**config.mk**
```make
export PLATFORM = sky130hd
export DESIGN_NAME = fas_sequencer
export DESIGN_NICKNAME = d
export VERILOG_FILES = /design/src/hw/fas_pkg.sv /design/src/hw/fas_sequencer.sv /design/src/hw/fas_sync3.sv
export VERILOG_INCLUDE_DIRS = /design/src /design/src/hw
export SDC_FILE = /design/constraint.sdc
export NUM_CORES = 1
export LEC_CHECK = 0
export ABC_AREA = 1
export BUFFER_PORTS_ARGS = -buffer_cell sky130_fd_sc_hd__buf_2
export CORE_UTILIZATION = 50
export DETAILED_ROUTE_END_ITERATION = 10
export GPL_TIMING_DRIVEN = 0
export PLACE_DENSITY = 0.69
export SLEW_MARGIN = 25
export SYNTH_ARGS = -nofsm -noshare
export SYNTH_HDL_FRONTEND = slang
export SYNTH_SLANG_ARGS = --single-unit
```
**constraint.sdc**
```tcl
create_clock -name clock -period 3.5 [get_ports clock]
set_input_delay 0.35 -clock clock [delete_from_list [all_inputs] [get_ports clock]]
set_output_delay 0.35 -clock clock [all_outputs]
set_load 0.01 [all_outputs]
```
**src/hw/fas_defines.svh**
```systemverilog
// Constants of the flash converter output sequencer
`ifndef FAS_DEFINES_SVH
`define FAS_DEFINES_SVH

// ****************************************
// Code format
// ****************************************
`define FAS_CODE_W        8
`define FAS_LEVEL_W       9
`define FAS_THRESH_COUNT  9'h100
`define FAS_CODE_ZERO     8'h00
`define FAS_CODE_MID      8'h80
`define FAS_CODE_FULL     8'hFF

// ****************************************
// Timing
// ****************************************
`define FAS_CLK_PERIOD_PS 5000
`define FAS_NEW_DATA_NS   20
`define FAS_NEW_DATA_CYC  ((`FAS_NEW_DATA_NS * 1000) / `FAS_CLK_PERIOD_PS)
`define FAS_PIPE_CYC      4

`endif

```
**src/hw/fas_pkg.sv**
```systemverilog
// Types of the flash converter output sequencer
package fas_pkg;
  typedef enum logic [0:0] {
    FAS_PH_LOW  = 1'b0,
    FAS_PH_HIGH = 1'b1
  } fas_phase_t;
  typedef logic [7:0] fas_code_t;
  typedef logic [8:0] fas_level_t;
endpackage

```
**src/hw/fas_sequencer.sv**
```systemverilog
// Flash converter output sequencer top level
`timescale 1ns/100ps
`include "fas_defines.svh"
module fas_sequencer
  import fas_pkg::*;
#(
  parameter int CODE_W       = `FAS_CODE_W,
  parameter int NEW_DATA_CYC = `FAS_NEW_DATA_CYC
) (
  // Clock and reset
  input  wire logic              clock,
  input  wire logic              reset,
  input  wire logic              clock_enable,
  // Conversion clock and analog level pins
  input  wire logic              conversion_clock,
  input  wire logic [8:0]        analog_level,
  // Output enable pins
  input  wire logic              enable_high,
  input  wire logic              enable_low_n,
  // Result bus pins
  output logic      [CODE_W-1:0] result_bus_out,
  output logic                   result_bus_oe,
  output logic                   overrange_flag,
  // Status
  output logic                   new_data_strobe,
  output logic                   result_valid
);
  fas_phase_t phase_ff;
  fas_phase_t nxt_phase;
  fas_level_t comp_ff;
  fas_level_t nxt_comp;
  fas_code_t  result_ff;
  fas_code_t  nxt_result;
  logic       over_ff;
  logic       nxt_over;
  logic       oe_ff;
  logic       nxt_oe;
  logic       strobe_ff;
  logic       nxt_strobe;
  logic       valid_ff;
  logic       nxt_valid;
  logic       clk_lvl;
  logic       nxt_clk_lvl;
  logic [8:0] lvl_sync;
  logic [8:0] nxt_lvl_sync;
  logic [1:0] en_sync;
  logic [1:0] nxt_en_sync;
  logic       rise;
  logic       fall;
  fas_code_t  conv_code;
  logic       conv_over;

  // ****************************************
  // Parameter checks
  // ****************************************
  generate
    if (CODE_W != `FAS_CODE_W) begin : g_chk_w
      $error("fas_sequencer serves only an eight bit code");
    end
    if (NEW_DATA_CYC < `FAS_PIPE_CYC) begin : g_chk_t
      $error("fas_sequencer cannot meet the new data delay");
    end
  endgenerate

  // ****************************************
  // Pin synchronisers
  // ****************************************
  fas_sync3 #(
    .WIDTH     (1),
    .RESET_VAL (32'h0000_0000)
  ) u_clk_sync (
    .clock        (clock),
    .reset        (reset),
    .clock_enable (clock_enable),
    .pin_in       (conversion_clock),
    .settled      (clk_lvl),
    .nxt_settled  (nxt_clk_lvl)
  );

  fas_sync3 #(
    .WIDTH     (9),
    .RESET_VAL (32'h0000_0000)
  ) u_lvl_sync (
    .clock        (clock),
    .reset        (reset),
    .clock_enable (clock_enable),
    .pin_in       (analog_level),
    .settled      (lvl_sync),
    .nxt_settled  (nxt_lvl_sync)
  );

  // Both enables start as if left open
  fas_sync3 #(
    .WIDTH     (2),
    .RESET_VAL (32'h0000_0003)
  ) u_en_sync (
    .clock        (clock),
    .reset        (reset),
    .clock_enable (clock_enable),
    .pin_in       ({enable_high, enable_low_n}),
    .settled      (en_sync),
    .nxt_settled  (nxt_en_sync)
  );

  // ****************************************
  // Conversion clock edges
  // ****************************************
  always_comb begin
    rise = clock_enable && !clk_lvl && nxt_clk_lvl;
    fall = clock_enable && clk_lvl && !nxt_clk_lvl;
  end

  // ****************************************
  // Quantizer
  // ****************************************
  always_comb begin
    conv_over = (comp_ff >= `FAS_THRESH_COUNT);
    if (comp_ff >= fas_level_t'({1'b0, `FAS_CODE_FULL})) begin
      conv_code = `FAS_CODE_FULL;
    end else begin
      conv_code = comp_ff[7:0];
    end
  end

  // ****************************************
  // Phase and latches, next values
  // ****************************************
  always_comb begin
    nxt_phase  = phase_ff;
    nxt_comp   = comp_ff;
    nxt_result = result_ff;
    nxt_over   = over_ff;
    nxt_strobe = strobe_ff;
    nxt_valid  = valid_ff;
    if (clock_enable) begin
      nxt_strobe = 1'b0;
      unique case (phase_ff)
        FAS_PH_HIGH: begin
          // Comparators follow, output latch closed
          nxt_comp = lvl_sync;
          if (fall) begin
            // Hold the level seen just before the edge
            nxt_comp   = comp_ff;
            // New code leaves on this same edge to meet the deadline
            nxt_result = conv_code;
            nxt_over   = conv_over;
            nxt_valid  = 1'b1;
            nxt_strobe = (conv_code != result_ff) || !valid_ff;
            nxt_phase  = FAS_PH_LOW;
          end
        end
        FAS_PH_LOW: begin
          // Comparators frozen, output latch transparent
          nxt_result = conv_code;
          nxt_over   = conv_over;
          nxt_valid  = 1'b1;
          nxt_strobe = (nxt_result != result_ff) || !valid_ff;
          if (rise) begin
            // Close output latch, release comparators
            nxt_result = result_ff;
            nxt_over   = over_ff;
            nxt_strobe = 1'b0;
            nxt_valid  = valid_ff;
            nxt_comp   = lvl_sync;
            nxt_phase  = FAS_PH_HIGH;
          end
        end
      endcase
    end
  end

  // ****************************************
  // Phase and latches, registers
  // ****************************************
  always_ff @(posedge clock or posedge reset) begin
    if (reset) begin
      phase_ff  <= FAS_PH_LOW;
      comp_ff   <= '0;
      result_ff <= `FAS_CODE_ZERO;
      over_ff   <= 1'b0;
      strobe_ff <= 1'b0;
      valid_ff  <= 1'b0;
    end else begin
      phase_ff  <= nxt_phase;
      comp_ff   <= nxt_comp;
      result_ff <= nxt_result;
      over_ff   <= nxt_over;
      strobe_ff <= nxt_strobe;
      valid_ff  <= nxt_valid;
    end
  end

  // ****************************************
  // Output drivers, next values
  // ****************************************
  always_comb begin
    nxt_oe = oe_ff;
    if (clock_enable) begin
      nxt_oe = en_sync[1] && !en_sync[0];
    end
  end

  // ****************************************
  // Output drivers, registers
  // ****************************************
  always_ff @(posedge clock or posedge reset) begin
    if (reset) begin
      oe_ff <= 1'b0;
    end else begin
      oe_ff <= nxt_oe;
    end
  end

  // ****************************************
  // Outputs
  // ****************************************
  assign result_bus_out  = result_ff;
  assign result_bus_oe   = oe_ff;
  assign overrange_flag  = over_ff;
  assign new_data_strobe = strobe_ff;
  assign result_valid    = valid_ff;
endmodule

```
**src/hw/fas_sync3.sv**
```systemverilog
// Three-stage pin synchroniser with agreement filter
`timescale 1ns/100ps
module fas_sync3 #(
  parameter int          WIDTH     = 1,
  parameter logic [31:0] RESET_VAL = 32'h0000_0000
) (
  // Clock and reset
  input  wire logic             clock,
  input  wire logic             reset,
  input  wire logic             clock_enable,
  // Asynchronous pins
  input  wire logic [WIDTH-1:0] pin_in,
  // Filtered level
  output logic      [WIDTH-1:0] settled,
  output logic      [WIDTH-1:0] nxt_settled
);
  logic [WIDTH-1:0] s1_ff;
  logic [WIDTH-1:0] s2_ff;
  logic [WIDTH-1:0] s3_ff;
  logic [WIDTH-1:0] settled_ff;
  logic [WIDTH-1:0] nxt_s1;
  logic [WIDTH-1:0] nxt_s2;
  logic [WIDTH-1:0] nxt_s3;

  generate
    if (WIDTH < 1 || WIDTH > 32) begin : g_chk
      $error("fas_sync3 needs WIDTH from one to 32");
    end
  endgenerate

  // ****************************************
  // Next values
  // ****************************************
  always_comb begin
    nxt_s1 = s1_ff;
    nxt_s2 = s2_ff;
    nxt_s3 = s3_ff;
    nxt_settled = settled_ff;
    if (clock_enable) begin
      nxt_s1 = pin_in;
      nxt_s2 = s1_ff;
      nxt_s3 = s2_ff;
      for (int i = 0; i < WIDTH; i++) begin
        if (s2_ff[i] == s3_ff[i]) begin
          nxt_settled[i] = s3_ff[i];
        end
      end
    end
  end

  // ****************************************
  // Registers
  // ****************************************
  always_ff @(posedge clock or posedge reset) begin
    if (reset) begin
      s1_ff      <= RESET_VAL[WIDTH-1:0];
      s2_ff      <= RESET_VAL[WIDTH-1:0];
      s3_ff      <= RESET_VAL[WIDTH-1:0];
      settled_ff <= RESET_VAL[WIDTH-1:0];
    end else begin
      s1_ff      <= nxt_s1;
      s2_ff      <= nxt_s2;
      s3_ff      <= nxt_s3;
      settled_ff <= nxt_settled;
    end
  end

  assign settled = settled_ff;
endmodule

```
==> results of run 1 <==
## final cells by class
cell class | instances | area [um^2] | share of cell area [%]
well taps | 72 | 90.1 | 2.59
multi-input cells | 234 | 1060 | 30.7
repair buffers | 27 | 155 | 4.47
inverters | 24 | 97.6 | 2.81
clock buffers | 11 | 151 | 4.36
clock inverters | 5 | 81.3 | 2.34
plain buffers | 13 | 71.3 | 2.05
flip-flops and latches | 70 | 1760 | 50.7
## sequential cells by signal, indices dropped and copies added, names as in the netlist
signal and flops:
comp_ff 9, new_data_strobe 1, overrange_flag 1, phase_ff 1, result_bus_oe 1, result_bus_out 8, result_valid 1, u_clk_sync.s1_ff 1
u_clk_sync.s2_ff 1, u_clk_sync.s3_ff 1, u_clk_sync.settled 1, u_en_sync.s1_ff 2, u_en_sync.s2_ff 2, u_en_sync.s3_ff 2, u_en_sync.settled 2, u_lvl_sync.s1_ff 9
u_lvl_sync.s2_ff 9, u_lvl_sync.s3_ff 9, u_lvl_sync.settled 9
## placed cells by master, fill, tap and decap left out, types with 2 or more instances in the layout
| master | netlist | layout |
|---|---|---|
| buf_2 | 0 | 25 |
| buf_6 | 3 | 3 |
| bufinv_16 | 0 | 2 |
| clkbuf_1 | 9 | 9 |
| clkbuf_8 | 0 | 11 |
| dfrtp_1 | 62 | 62 |
| dfstp_2 | 8 | 8 |
| inv_1 | 20 | 19 |
| inv_2 | 2 | 2 |
| inv_4 | 2 | 3 |
| nand2_1 | 150 | 150 |
| nand2_2 | 3 | 3 |
| nand3_1 | 5 | 5 |
| nand4_1 | 5 | 5 |
| nor2_1 | 18 | 18 |
| nor2_8 | 2 | 2 |
| o21ai_0 | 29 | 29 |
| o21ai_1 | 3 | 3 |
| o21ai_2 | 12 | 12 |
| or2_2 | 2 | 2 |
| xor2_1 | 2 | 2 |
## logic make-up after synthesis
kind of cell	count (synthesis)	share of synthesized area (%)
and+or+nand+nor	186	25.7
AOI/OAI and AO/OA	46	9.28
buffers and inverters	37	5.56
DFF	70	58.9
xor gates and xnor gates	2	0.585
## cells in the mapped netlist (5+ instances only)
| cell | count |
|---|---|
| clkbuf_1 | 9 |
| dfrtp_1 | 62 |
| dfstp_2 | 8 |
| inv_1 | 20 |
| nand2_1 | 150 |
| nand3_1 | 5 |
| nand4_1 | 5 |
| nor2_1 | 18 |
| o21ai_0 | 29 |
| o21ai_2 | 12 |
## metrics by stage
stage          power [W]  setup WS [ps]
2_1_floorplan    0.00160           1400
3_3_place_gp     0.00174            585
3_5_place_dp     0.00177           1890
4_1_cts          0.00252           1870
5_1_grt          0.00267           1740
6_report         0.00248           1880
## power groups by stage
stage                     Clock [W]  Sequential [W]  Combinational, W
after global placement            0         0.00110          0.000640
after CTS                  0.000760         0.00109          0.000668
after global routing       0.000792         0.00111          0.000765
after detailed placement          0         0.00110          0.000663
after floorplan                   0         0.00110          0.000493
final                      0.000735         0.00109          0.000659
## worst max-delay path by stage
stage | depth (start not counted) | slack, ps | from | end
floorplan | 1 | 1400 | reset | comp_ff[0]
detailed placement | 6 | 1890 | clock_enable | u_en_sync.s3_ff[0]
global route | 9 | 1740 | comp_ff[8] | new_data_strobe
global placement | 2 | 590 | reset | u_lvl_sync.s1_ff[2]
CTS | 9 | 1870 | comp_ff[8] | new_data_strobe
finish | 9 | 1880 | comp_ff[8] | new_data_strobe
## worst max-delay path, cell delays in order (launching register included)
cell	delay (ps)
dfrtp_1	400
inv_1	90
clkbuf_1	370
nand3_1	160
nand2_1	120
nand2_1	50
nor2_1	110
nand4_1	100
nand2_1	60
nand2_1	40
## layer usage
layer	vias up	global-route usage (%)	wire, um
li1	1137	-	-
met1	969	25.5	2490
met2	40	31.6	2420
met3	8	4.02	149
met4	0	8.73	80
met5	-	0	0
==> results.tsv, run 1 <==
metric	value	unit
status	complete, no violations	
TritonCTS clock tree	yes	
endpoint kind of the worst setup timing path	flip-flop	
Flop pwr share	43.8	%
chip height	79.4	um
Detail Placement HPWL	3660	um
number of endpoints with negative hold slack in the final report	0	
number of antenna violations at the first check in global routing	0	
Syn-to-layout area delta	16.1	%
area fraction of the dominant cell type after synthesis	51.8	%
global-route wire length before repair	9430	um
fraction of registers with async set or reset after synthesis	100	%
fraction of layout cells with a size suffix above 1	20.3	%
cell area after technology mapping	2990	um^2
endpoints failing setup	0	
via count of the first global-routing pass	2147	
Fillers	515	
count of state elements after synthesis	70	
number of violations of the max-capacitance limit	0	
Worst Hold Class	input port to flip-flop	
count of pins over their slew limit	0	
post-route design area	3470	um^2
Synthesized Nets	356	
Pleak	1.81	nW
clk_skew	5.28	ps
Routed wire per std cell	11.3	um
Placed Cells incl. Taps	439	
number of buffers added on ports	25	
crit path time final	1620	ps
final instance count without filler cells	456	
setup repair bufs after CTS	0	
count of mapped cells out of synthesis	341	
clock latency on the worst-skew pair	330	ps
via count	2154	
utilization after layout	61.6	%
I/O pin cnt	27	
arrival time of the worst setup path	1840	ps
Crit Reg-Reg Endpoint	new_data_strobe	
drt total wl	5130	um
top cells by area in the synthesized netlist	dfrtp_1, nand2_1, dfstp_2, o21ai_0, o21ai_2	
Initial Util	53.0	%
worst slew slack as a fraction of its limit	68.7	%
Hold Path Cell Cnt	3	
synthesized area per cell	8.78	um^2
drt via density	4.72	
slew at the pin closest to its max-slew limit	469	ps
upper clock frequency limit	0.618	GHz
unrepaired setup endpoints after global routing	no	
WHS	210	ps
Floorplan Core Area	5640	um^2
GP Congestion	0.805	
total grt overflow	0	
crit path launch type	flip-flop	
power per unit of standard cell area	715	nW/um^2
end point of the worst hold path	u_en_sync.s1_ff[0]	
Post-synth EDFFs	0	
Routed Antenna Nets	0	
Setup Crit Path Kind	flip-flop to flip-flop	
std cell rows	27	
DRC marker count from the first detailed-route iteration	94	
overall global routing resource usage	19.6	%
number of buffers created by CTS	9	
total placed instance area	3230	um^2
pin count of the biggest net entering global routing	43	
hold path startpoint	enable_low_n	
number of nets in the finished design	394	
post-route clock period utilization	46.2	%
part of the total power dissipated in the clock network	29.6	%
flip-flop cell with the highest count after synthesis	dfrtp_1	
Chip Width	79.4	um
switch share	32.4	%
detailed-router iteration count before antenna repair	4	
count of hold-fix buffers inserted at cts	1	
Required @ worst endpoint	3720	ps
internal cell power	0.00168	W
antenna fix cells	0	
# H-tree levels	3	
post-cts gate resize count	0	
overall die area	6300	um^2
Reg2Reg Depth	9	
Max Buffers Root-to-Sink	2	
CTS root buffer	clkbuf_8	
sequential share of the synthesized area	58.9	%
Critical R2R Launch	comp_ff[8]	
Synth cell types	22	
slack of the worst reg-to-reg path	1880	ps
power share of the combinational group	26.5	%
total clock sinks	70	
cell type with the largest total area after synthesis	dfrtp_1	
Max Fanout on Critical Path	10	
final-layout setup total negative slack	0	ps
largest vdd supply drop	0.304	mV
count of yosys warnings during synthesis	0	
P_sw	0.000804	W
Post-route DRC	0	
CTS clock-pin slew for the worst setup and hold paths	80	ps
Power figures use the tool's default switching activity.
==> inputs of run 2 (changes only) <==
--- a/config.mk
+++ b/config.mk
@@ -6,12 +6,12 @@
 export SDC_FILE = /design/constraint.sdc
 export NUM_CORES = 1
 export LEC_CHECK = 0
-export ABC_AREA = 1
+export ABC_AREA = 0
 export BUFFER_PORTS_ARGS = -buffer_cell sky130_fd_sc_hd__buf_2
 export CORE_UTILIZATION = 50
 export DETAILED_ROUTE_END_ITERATION = 10
 export GPL_TIMING_DRIVEN = 0
-export PLACE_DENSITY = 0.69
+export PLACE_DENSITY = 0.71
 export SLEW_MARGIN = 25
 export SYNTH_ARGS = -nofsm -noshare
 export SYNTH_HDL_FRONTEND = slang
==> constraint.sdc (replaced) <==
create_clock -name clock -period 1.4 [get_ports clock]
set_input_delay 0.14 -clock clock [delete_from_list [all_inputs] [get_ports clock]]
set_output_delay 0.14 -clock clock [all_outputs]
set_load 0.01 [all_outputs]
==> run 2 against run 1 <==
Compared with the run above:
- register-to-register slack worse by 2000 ps
- maximum frequency grew 9.0%
- global-route usage decreased by 0.18 points
- the flow now finishes with violations (negative setup slack)
- sequential cell count unchanged
- final cell count fell by 20%
- total power grew to 2.8 times the previous value
- clock skew is essentially flat
- utilization increased by 3.0 points
- synthesized area up 1.2%
- critical path depth decreased by 4
- combinational power increased to 2.8 times the previous value
- design area increased by 5.5%
- highest routed layer unchanged
==> results.tsv, run 2 <==
metric	value	unit	change
worst slack at placement	-105	ps	was 1890 ps
Fillers	438		was 515
TritonCTS clock tree	yes		unchanged
final instance count without filler cells	365		was 456
total grt overflow	0		unchanged
via count of the first global-routing pass	1934		was 2147
slack of the worst reg-to-reg path	-80	ps	was 1880 ps
cell type with the largest total area after synthesis	dfrtp_1		unchanged
worst slew slack as a fraction of its limit	65.0	%	was 68.7%
drt total wl	5260	um	was 5130 um
largest vdd supply drop	1.23	mV	was 0.304 mV
# H-tree levels	3		unchanged
fraction of layout cells with a size suffix above 1	43.3	%	was 20.3%
Syn-to-layout area delta	21.0	%	was 16.1%
Routed wire per std cell	14.4	um	was 11.3 um
Initial Util	53.4	%	was 53.0%
count of state elements after synthesis	70		unchanged
leading cell types in the layout, fill and taps excluded	dfrtp_1, mux2_2, buf_2		was nand2_1, dfrtp_1, o21ai_0
Reg2Reg Depth	5		was 9
via count	1925		was 2154
number of buffers added on ports	26		was 25
Max Buffers Root-to-Sink	2		unchanged
Post-synth EDFFs	0		unchanged
flip-flop cell with the highest count after synthesis	dfrtp_1		unchanged
leading post-synthesis cells by instance count	dfrtp_1, mux2_2, a21oi_1		was nand2_1, dfrtp_1, o21ai_0
number of endpoints with negative hold slack in the final report	0		unchanged
total clock sinks	70		unchanged
Placed Cells incl. Taps	338		was 439
GP Congestion	0.825		was 0.805
timing startpoint of the critical path	u_clk_sync.settled		was comp_ff[8]
status	finished, violations left		was complete, no violations
Synthesized Nets	253		was 356
count of yosys warnings during synthesis	0		unchanged
chip height	79.8	um	was 79.4 um
power per unit of standard cell area	1870	nW/um^2	was 715 nW/um^2
clk_skew	5.68	ps	was 5.28 ps
post-route clock period utilization	106	%	was 46.2%
number of violations of the max-capacitance limit	0		unchanged
Routed Antenna Nets	0		unchanged
violations in the final reports	negative setup slack		
synthesized area per cell	12.7	um^2	was 8.78 um^2
CTS root buffer	clkbuf_8		unchanged
number of buffers created by CTS	9		unchanged
detailed-router iteration count before antenna repair	4		unchanged
Crit Reg-Reg Endpoint	comp_ff[4]		was new_data_strobe
top-count cell post-synth	dfrtp_1		was nand2_1
number of antenna violations at the first check in global routing	0		unchanged
count of mapped cells out of synthesis	238		was 341
endpoints failing setup	10		was 0
upper clock frequency limit	0.674	GHz	was 0.618 GHz
DRC marker count from the first detailed-route iteration	98		was 94
pin count of the biggest net entering global routing	33		was 43
Critical R2R Launch	u_clk_sync.settled		was comp_ff[8]
sequential share of the synthesized area	58.2	%	was 58.9%
Chip Width	79.8	um	was 79.4 um
CTS clock-pin slew for the worst setup and hold paths	80	ps	about the same
overall die area	6370	um^2	was 6300 um^2
overall global routing resource usage	19.5	%	was 19.6%
worst setup path endpoint	comp_ff[4]		was new_data_strobe
endpoint kind of the worst setup timing path	flip-flop		unchanged
std cell rows	27		unchanged
combined flip-flop and latch cell area	1760	um^2	unchanged
cell area after technology mapping	3030	um^2	was 2990 um^2
area taken by multi-input logic gates	1190	um^2	was 1060 um^2
drt via density	5.27		was 4.72
area fraction of the dominant cell type after synthesis	51.2	%	was 51.8%
Synth cell types	32		was 22
Pleak	1.67	nW	was 1.81 nW
Max Fanout on Critical Path	5		was 10
global-route wire length before repair	9130	um	was 9430 um
crit path launch type	flip-flop		unchanged
I/O pin cnt	27		unchanged
number of nets in the finished design	303		was 394
count of pins over their slew limit	0		unchanged
Floorplan Core Area	5680	um^2	was 5640 um^2
antenna fix cells	0		unchanged
Post-route DRC	0		unchanged
top cells by area in the synthesized netlist	dfrtp_1, mux2_2, dfstp_2, mux2_4, a21oi_1		was dfrtp_1, nand2_1, dfstp_2, o21ai_0, o21ai_2
Required @ worst endpoint	1620	ps	was 3720 ps
arrival time of the worst setup path	1710	ps	was 1840 ps
fraction of registers with async set or reset after synthesis	100	%	unchanged
worst setup slack after layout	-84.1	ps	was 1880 ps
Worst Hold Class	input port to flip-flop		unchanged
Detail Placement HPWL	3460	um	was 3660 um
unrepaired setup endpoints after global routing	yes		was no
sum of internal, switching and leakage power	0.00687	W	was 0.00248 W
crit path time final	1480	ps	was 1620 ps
clock latency on the worst-skew pair	340	ps	was 330 ps
slew at the pin closest to its max-slew limit	525	ps	was 469 ps
Setup Crit Path Kind	flip-flop to flip-flop		unchanged
most frequent standard cell in the layout excluding fill and tap cells	dfrtp_1		was nand2_1
run 2: cell types whose count changed in the layout (fill, tap and decap cells not counted), sizes merged, moves of 3 or more:
cell / before / now
o21ai: 44 / 1
a21oi: 1 / 30
nor3: 0 / 3
nand2b: 0 / 16
inv: 24 / 10
buf: 30 / 47
nand2: 154 / 2
mux2: 0 / 48
nand3: 5 / 1
clkbuf: 20 / 11
nand4: 5 / 2
mux2i: 0 / 6
run 2: per-layer routing:
layer  track usage, %  wire length, um  up-vias
met1             25.6             2610      945
met2             29.1             2340       41
met3             5.71              205       10
li1                 -                -      929
met5                0                0        -
met4             10.0              102        0
run 2: critical path, stage by stage (launching register included):
cell and delay, ps:
dfrtp_1 410, inv_1 120, a21oi_2 110, nor3b_4 260, buf_6 180, mux2_4 300
run 2: how the worst min path moves through the flow:
stage                startpoint                  end  slack [ps]  cells after the start
4_1_cts         analog_level[2]  u_lvl_sync.s1_ff[2]          10                      2
3_3_place_gp        enable_high   u_en_sync.s1_ff[1]         370                      2
2_1_floorplan  conversion_clock     u_clk_sync.s1_ff         290                      1
6_report        analog_level[5]  u_lvl_sync.s1_ff[5]          30                      2
3_5_place_dp              reset             phase_ff         170                      2
5_1_grt         analog_level[2]  u_lvl_sync.s1_ff[2]          20                      2
run 2: cell families after synthesis:
logic type | synth area share (%)
AND/OR/NAND/NOR | 8.80
AO/OA/AOI/OAI | 7.98
multiplexers | 21.3
XOR/XNOR | 0.579
buffers and inverters | 3.14
flip-flops | 58.2
run 2: what timing repair did:
item / in CTS / in global routing
hold endpoints to repair: 9 / 0
pin swaps: 3 / 3
hold buffers: 1 / 0
gates resized for setup: 3 / 7
setup buffers: 7 / 2
cloned: 0 / 1
setup endpoints to repair: 13 / 18
run 2: final cells by class:
type,instances,area share [%]
clock buffers,10,3.76
flip-flops and latches,70,48.1
repair buffers,39,7.48
well taps,72,2.46
multi-input cells,147,32.5
plain buffers,10,1.57
clock inverters,6,2.97
inverters,11,1.23
run 2: through the flow:
stage / instance area [um^2] / hold slack [ps] / setup TNS, ps / util, %
2_1_floorplan: 3030 / 292 / 0 / -
3_3_place_gp: 3250 / 372 / -938 / 57.3
3_5_place_dp: 3300 / 167 / -1060 / 58.1
4_1_cts: 3620 / 10.4 / -438 / 63.7
5_1_grt: 3660 / 21.4 / -1990 / 64.6
6_report: 3660 / 27.5 / -764 / 64.6
run 2: power breakdown:
group | internal (W) | leakage (nW) | switching [W]
Clock | 0.00123 | 0.126 | 0.000750
Sequential | 0.00257 | 0.837 | 0.000462
Combinational | 0.00104 | 0.705 | 0.000823
==> inputs of run 3 (changes only) <==
--- a/config.mk
+++ b/config.mk
@@ -12,6 +12,7 @@
 export DETAILED_ROUTE_END_ITERATION = 10
 export GPL_TIMING_DRIVEN = 0
 export PLACE_DENSITY = 0.71
+export REMOVE_ABC_BUFFERS = 1
 export SLEW_MARGIN = 25
 export SYNTH_ARGS = -nofsm -noshare
 export SYNTH_HDL_FRONTEND = slang
==> run 3 against run 2 <==
Compared with the run above:
- the run still ends with negative setup slack left
- sequential power about the same
- register-to-register slack improved by 30 ps
- sequential cell count unchanged
- total power fell by 7.9%
- routed wire length is 5.8% lower
- critical path depth stayed put
- final cell count is 3.3% lower
- sequential share of layout area increased by 1.6 points
- worst hold slack about the same
- combinational power about the same
- global-route usage shrank 1.1 points
- count of clock-buffer cells in the layout grew 4
- largest power group unchanged
- highest routed layer unchanged
==> results.tsv, run 3 (same netlist as run 2, synthesis figures left out) <==
metric	value	unit	change
Syn-to-layout area delta	17.2	%	was 21.0%
slowest library cell on the worst path	dfrtp_1		unchanged
largest vdd supply drop	0.855	mV	was 1.23 mV
part of the total power dissipated in the clock network	21.9	%	was 28.8%
critical path buffer and inverter count	1		was 2
P_sw	0.00199	W	was 0.00204 W
worst setup slack after layout	-52.6	ps	was -84.1 ps
I/O pin cnt	27		unchanged
most heavily used metal layer in global routing	met2		unchanged
met2 Use GR	27.7	%	was 29.1%
via count	1884		was 1925
Detail Placement HPWL	3020	um	was 3460 um
global-route wire length before repair	8650	um	was 9130 um
violations in the final reports	negative setup slack		unchanged
total clock sinks	70		unchanged
GRT met3 Usage	7.77	%	was 5.71%
count of pins over their slew limit	0		unchanged
Fillers	442		was 438
Post-route DRC	0		unchanged
# H-tree levels	3		unchanged
GP Congestion	0.786		was 0.825
upper clock frequency limit	0.688	GHz	was 0.674 GHz
crit path launch type	flip-flop		unchanged
top cell family by delay on the critical path	flip-flops		unchanged
fraction of layout cells with a size suffix above 1	41.6	%	was 43.3%
detailed-router iteration count before antenna repair	4		unchanged
number of endpoints with negative hold slack in the final report	0		unchanged
power per unit of standard cell area	1780	nW/um^2	was 1870 nW/um^2
number of nets in the finished design	291		was 303
Chip Width	79.8	um	unchanged
slew at the pin closest to its max-slew limit	744	ps	was 525 ps
most frequent standard cell in the layout excluding fill and tap cells	dfrtp_1		unchanged
via count of the first global-routing pass	1818		was 1934
crit path time final	1450	ps	was 1480 ps
number of buffers added on ports	26		unchanged
Setup Crit Path Kind	flip-flop to flip-flop		unchanged
arrival time of the worst setup path	1670	ps	was 1710 ps
worst slew slack as a fraction of its limit	50.4	%	was 65.0%
chip height	79.8	um	unchanged
Max Buffers Root-to-Sink	2		unchanged
std cell rows	27		unchanged
worst slack at placement	-598	ps	was -105 ps
Required @ worst endpoint	1620	ps	about the same
Initial Util	53.4	%	unchanged
CTS clock-pin slew for the worst setup and hold paths	70	ps	was 80 ps
leading cell types in the layout, fill and taps excluded	dfrtp_1, mux2_2, a21oi_1		was dfrtp_1, mux2_2, buf_2
Max Fanout on Critical Path	10		was 5
WHS	27.8	ps	was 27.5 ps
internal cell power	0.00433	W	was 0.00483 W
overall die area	6370	um^2	unchanged
post-route design area	3550	um^2	was 3660 um^2
Pleak	1.59	nW	was 1.67 nW
CTS root buffer	clkbuf_8		unchanged
TritonCTS clock tree	yes		unchanged
Worst Hold Class	input port to flip-flop		unchanged
switch share	31.5	%	was 29.6%
number of buffers created by CTS	9		unchanged
endpoints failing setup	10		unchanged
endpoint kind of the worst setup timing path	flip-flop		unchanged
number of antenna violations at the first check in global routing	0		unchanged
pin count of the biggest net entering global routing	68		was 33
post-route clock period utilization	104	%	was 106%
drt total wl	4950	um	was 5260 um
unrepaired setup endpoints after global routing	yes		unchanged
total placed instance area	3230	um^2	was 3300 um^2
slowest stage delay, CP	430	ps	was 410 ps
drt via density	5.34		was 5.27
DRC marker count from the first detailed-route iteration	117		was 98
status	finished, violations left		unchanged
clock latency on the worst-skew pair	340	ps	about the same
met1 track demand over resource	23.9	%	was 25.6%
overall global routing resource usage	18.3	%	was 19.5%
clk_skew	8.43	ps	was 5.68 ps
antenna fix cells	0		unchanged
power share of the combinational group	29.9	%	was 27.1%
Flop pwr share	48.3	%	was 44.1%
number of violations of the max-capacitance limit	0		unchanged
Routed Antenna Nets	0		unchanged
Routed wire per std cell	14.0	um	was 14.4 um
Floorplan Core Area	5680	um^2	unchanged
total grt overflow	0		unchanged
worst-path cell chain	nand2b_4 -> a21oi_4 -> nor3b_4 -> buf_12 -> mux2_4		was inv_1 -> a21oi_2 -> nor3b_4 -> buf_6 -> mux2_4
-- run 3: cell count changes in the layout (fill, tap and decap cells not counted), moves of 2 or more --
| cell | change |
|---|---|
| buf_12 | +2 |
| buf_2 | -7 |
| or2_4 | +2 |
| dfrtp_2 | +2 |
| buf_6 | -4 |
| dfrtp_1 | -2 |
| bufinv_16 | -3 |
| or2_2 | -2 |
| clkbuf_1 | +4 |
-- run 3: worst register-to-register path, stage by stage (launching register included) --
cell and delay (ps):
dfrtp_1 430, nand2b_4 110, a21oi_4 70, nor3b_4 240, buf_12 180, mux2_4 310
-- run 3: final cells by class --
cell class / count / area (um^2) / share of cell area (%)
flip-flops and latches: 70 / 1760 / 49.7
multi-input cells: 147 / 1210 / 34.2
repair buffers: 37 / 275 / 7.75
clock buffers: 14 / 153 / 4.30
well taps: 72 / 90.1 / 2.54
inverters: 11 / 43.8 / 1.23
clock inverters: 2 / 10.0 / 0.282
-- run 3: power by group through the flow --
stage               Clock [W]  Sequential (W)  Combinational, W
finish                0.00138         0.00305           0.00189
global route          0.00154         0.00314           0.00207
CTS                   0.00144         0.00305           0.00185
detailed placement          0         0.00311           0.00162
global placement            0         0.00308           0.00153
floorplan                   0         0.00304           0.00117
-- run 3: timing repair --
item                                   CTS  global route
gates resized for setup                  6             4
setup endpoints to repair               13            17
endpoints found under the hold margin   18             0
pin swaps                                3             2
buffers inserted                         9             0
hold buffers                             1             0
-- run 3: final timing paths --
path	cells after the start	slack [ps]	endpoint	startpoint
worst min register to register	1	500	u_lvl_sync.s2_ff[0]	u_lvl_sync.s1_ff[0]
max in group asynchronous	4	580	phase_ff	reset
worst max-delay path	5	-50	comp_ff[7]	u_clk_sync.settled
worst max register to register	5	-50	comp_ff[7]	u_clk_sync.settled
min in group asynchronous	3	280	u_lvl_sync.s2_ff[8]	reset
worst min-delay path	2	30	u_lvl_sync.s1_ff[5]	analog_level[5]
-- run 3: routing by layer --
| layer | vias up | part of all wire, % |
|---|---|---|
| li1 | 904 | - |
| met1 | 939 | 48 |
| met2 | 32 | 47 |
| met3 | 9 | 3.9 |
| met4 | 0 | 1.3 |
| met5 | - | 0 |
-- run 3: through the flow --
step	TNS [ps]	instances	util [%]	total power, W
global route	-880	353	62.5	0.00676
finish	-379	353	62.5	0.00632
CTS	-114	353	62.3	0.00634
floorplan	-34450	228	-	0.00421
global placement	-116380	326	56.3	0.00460
detailed placement	-6160	327	57.0	0.00473
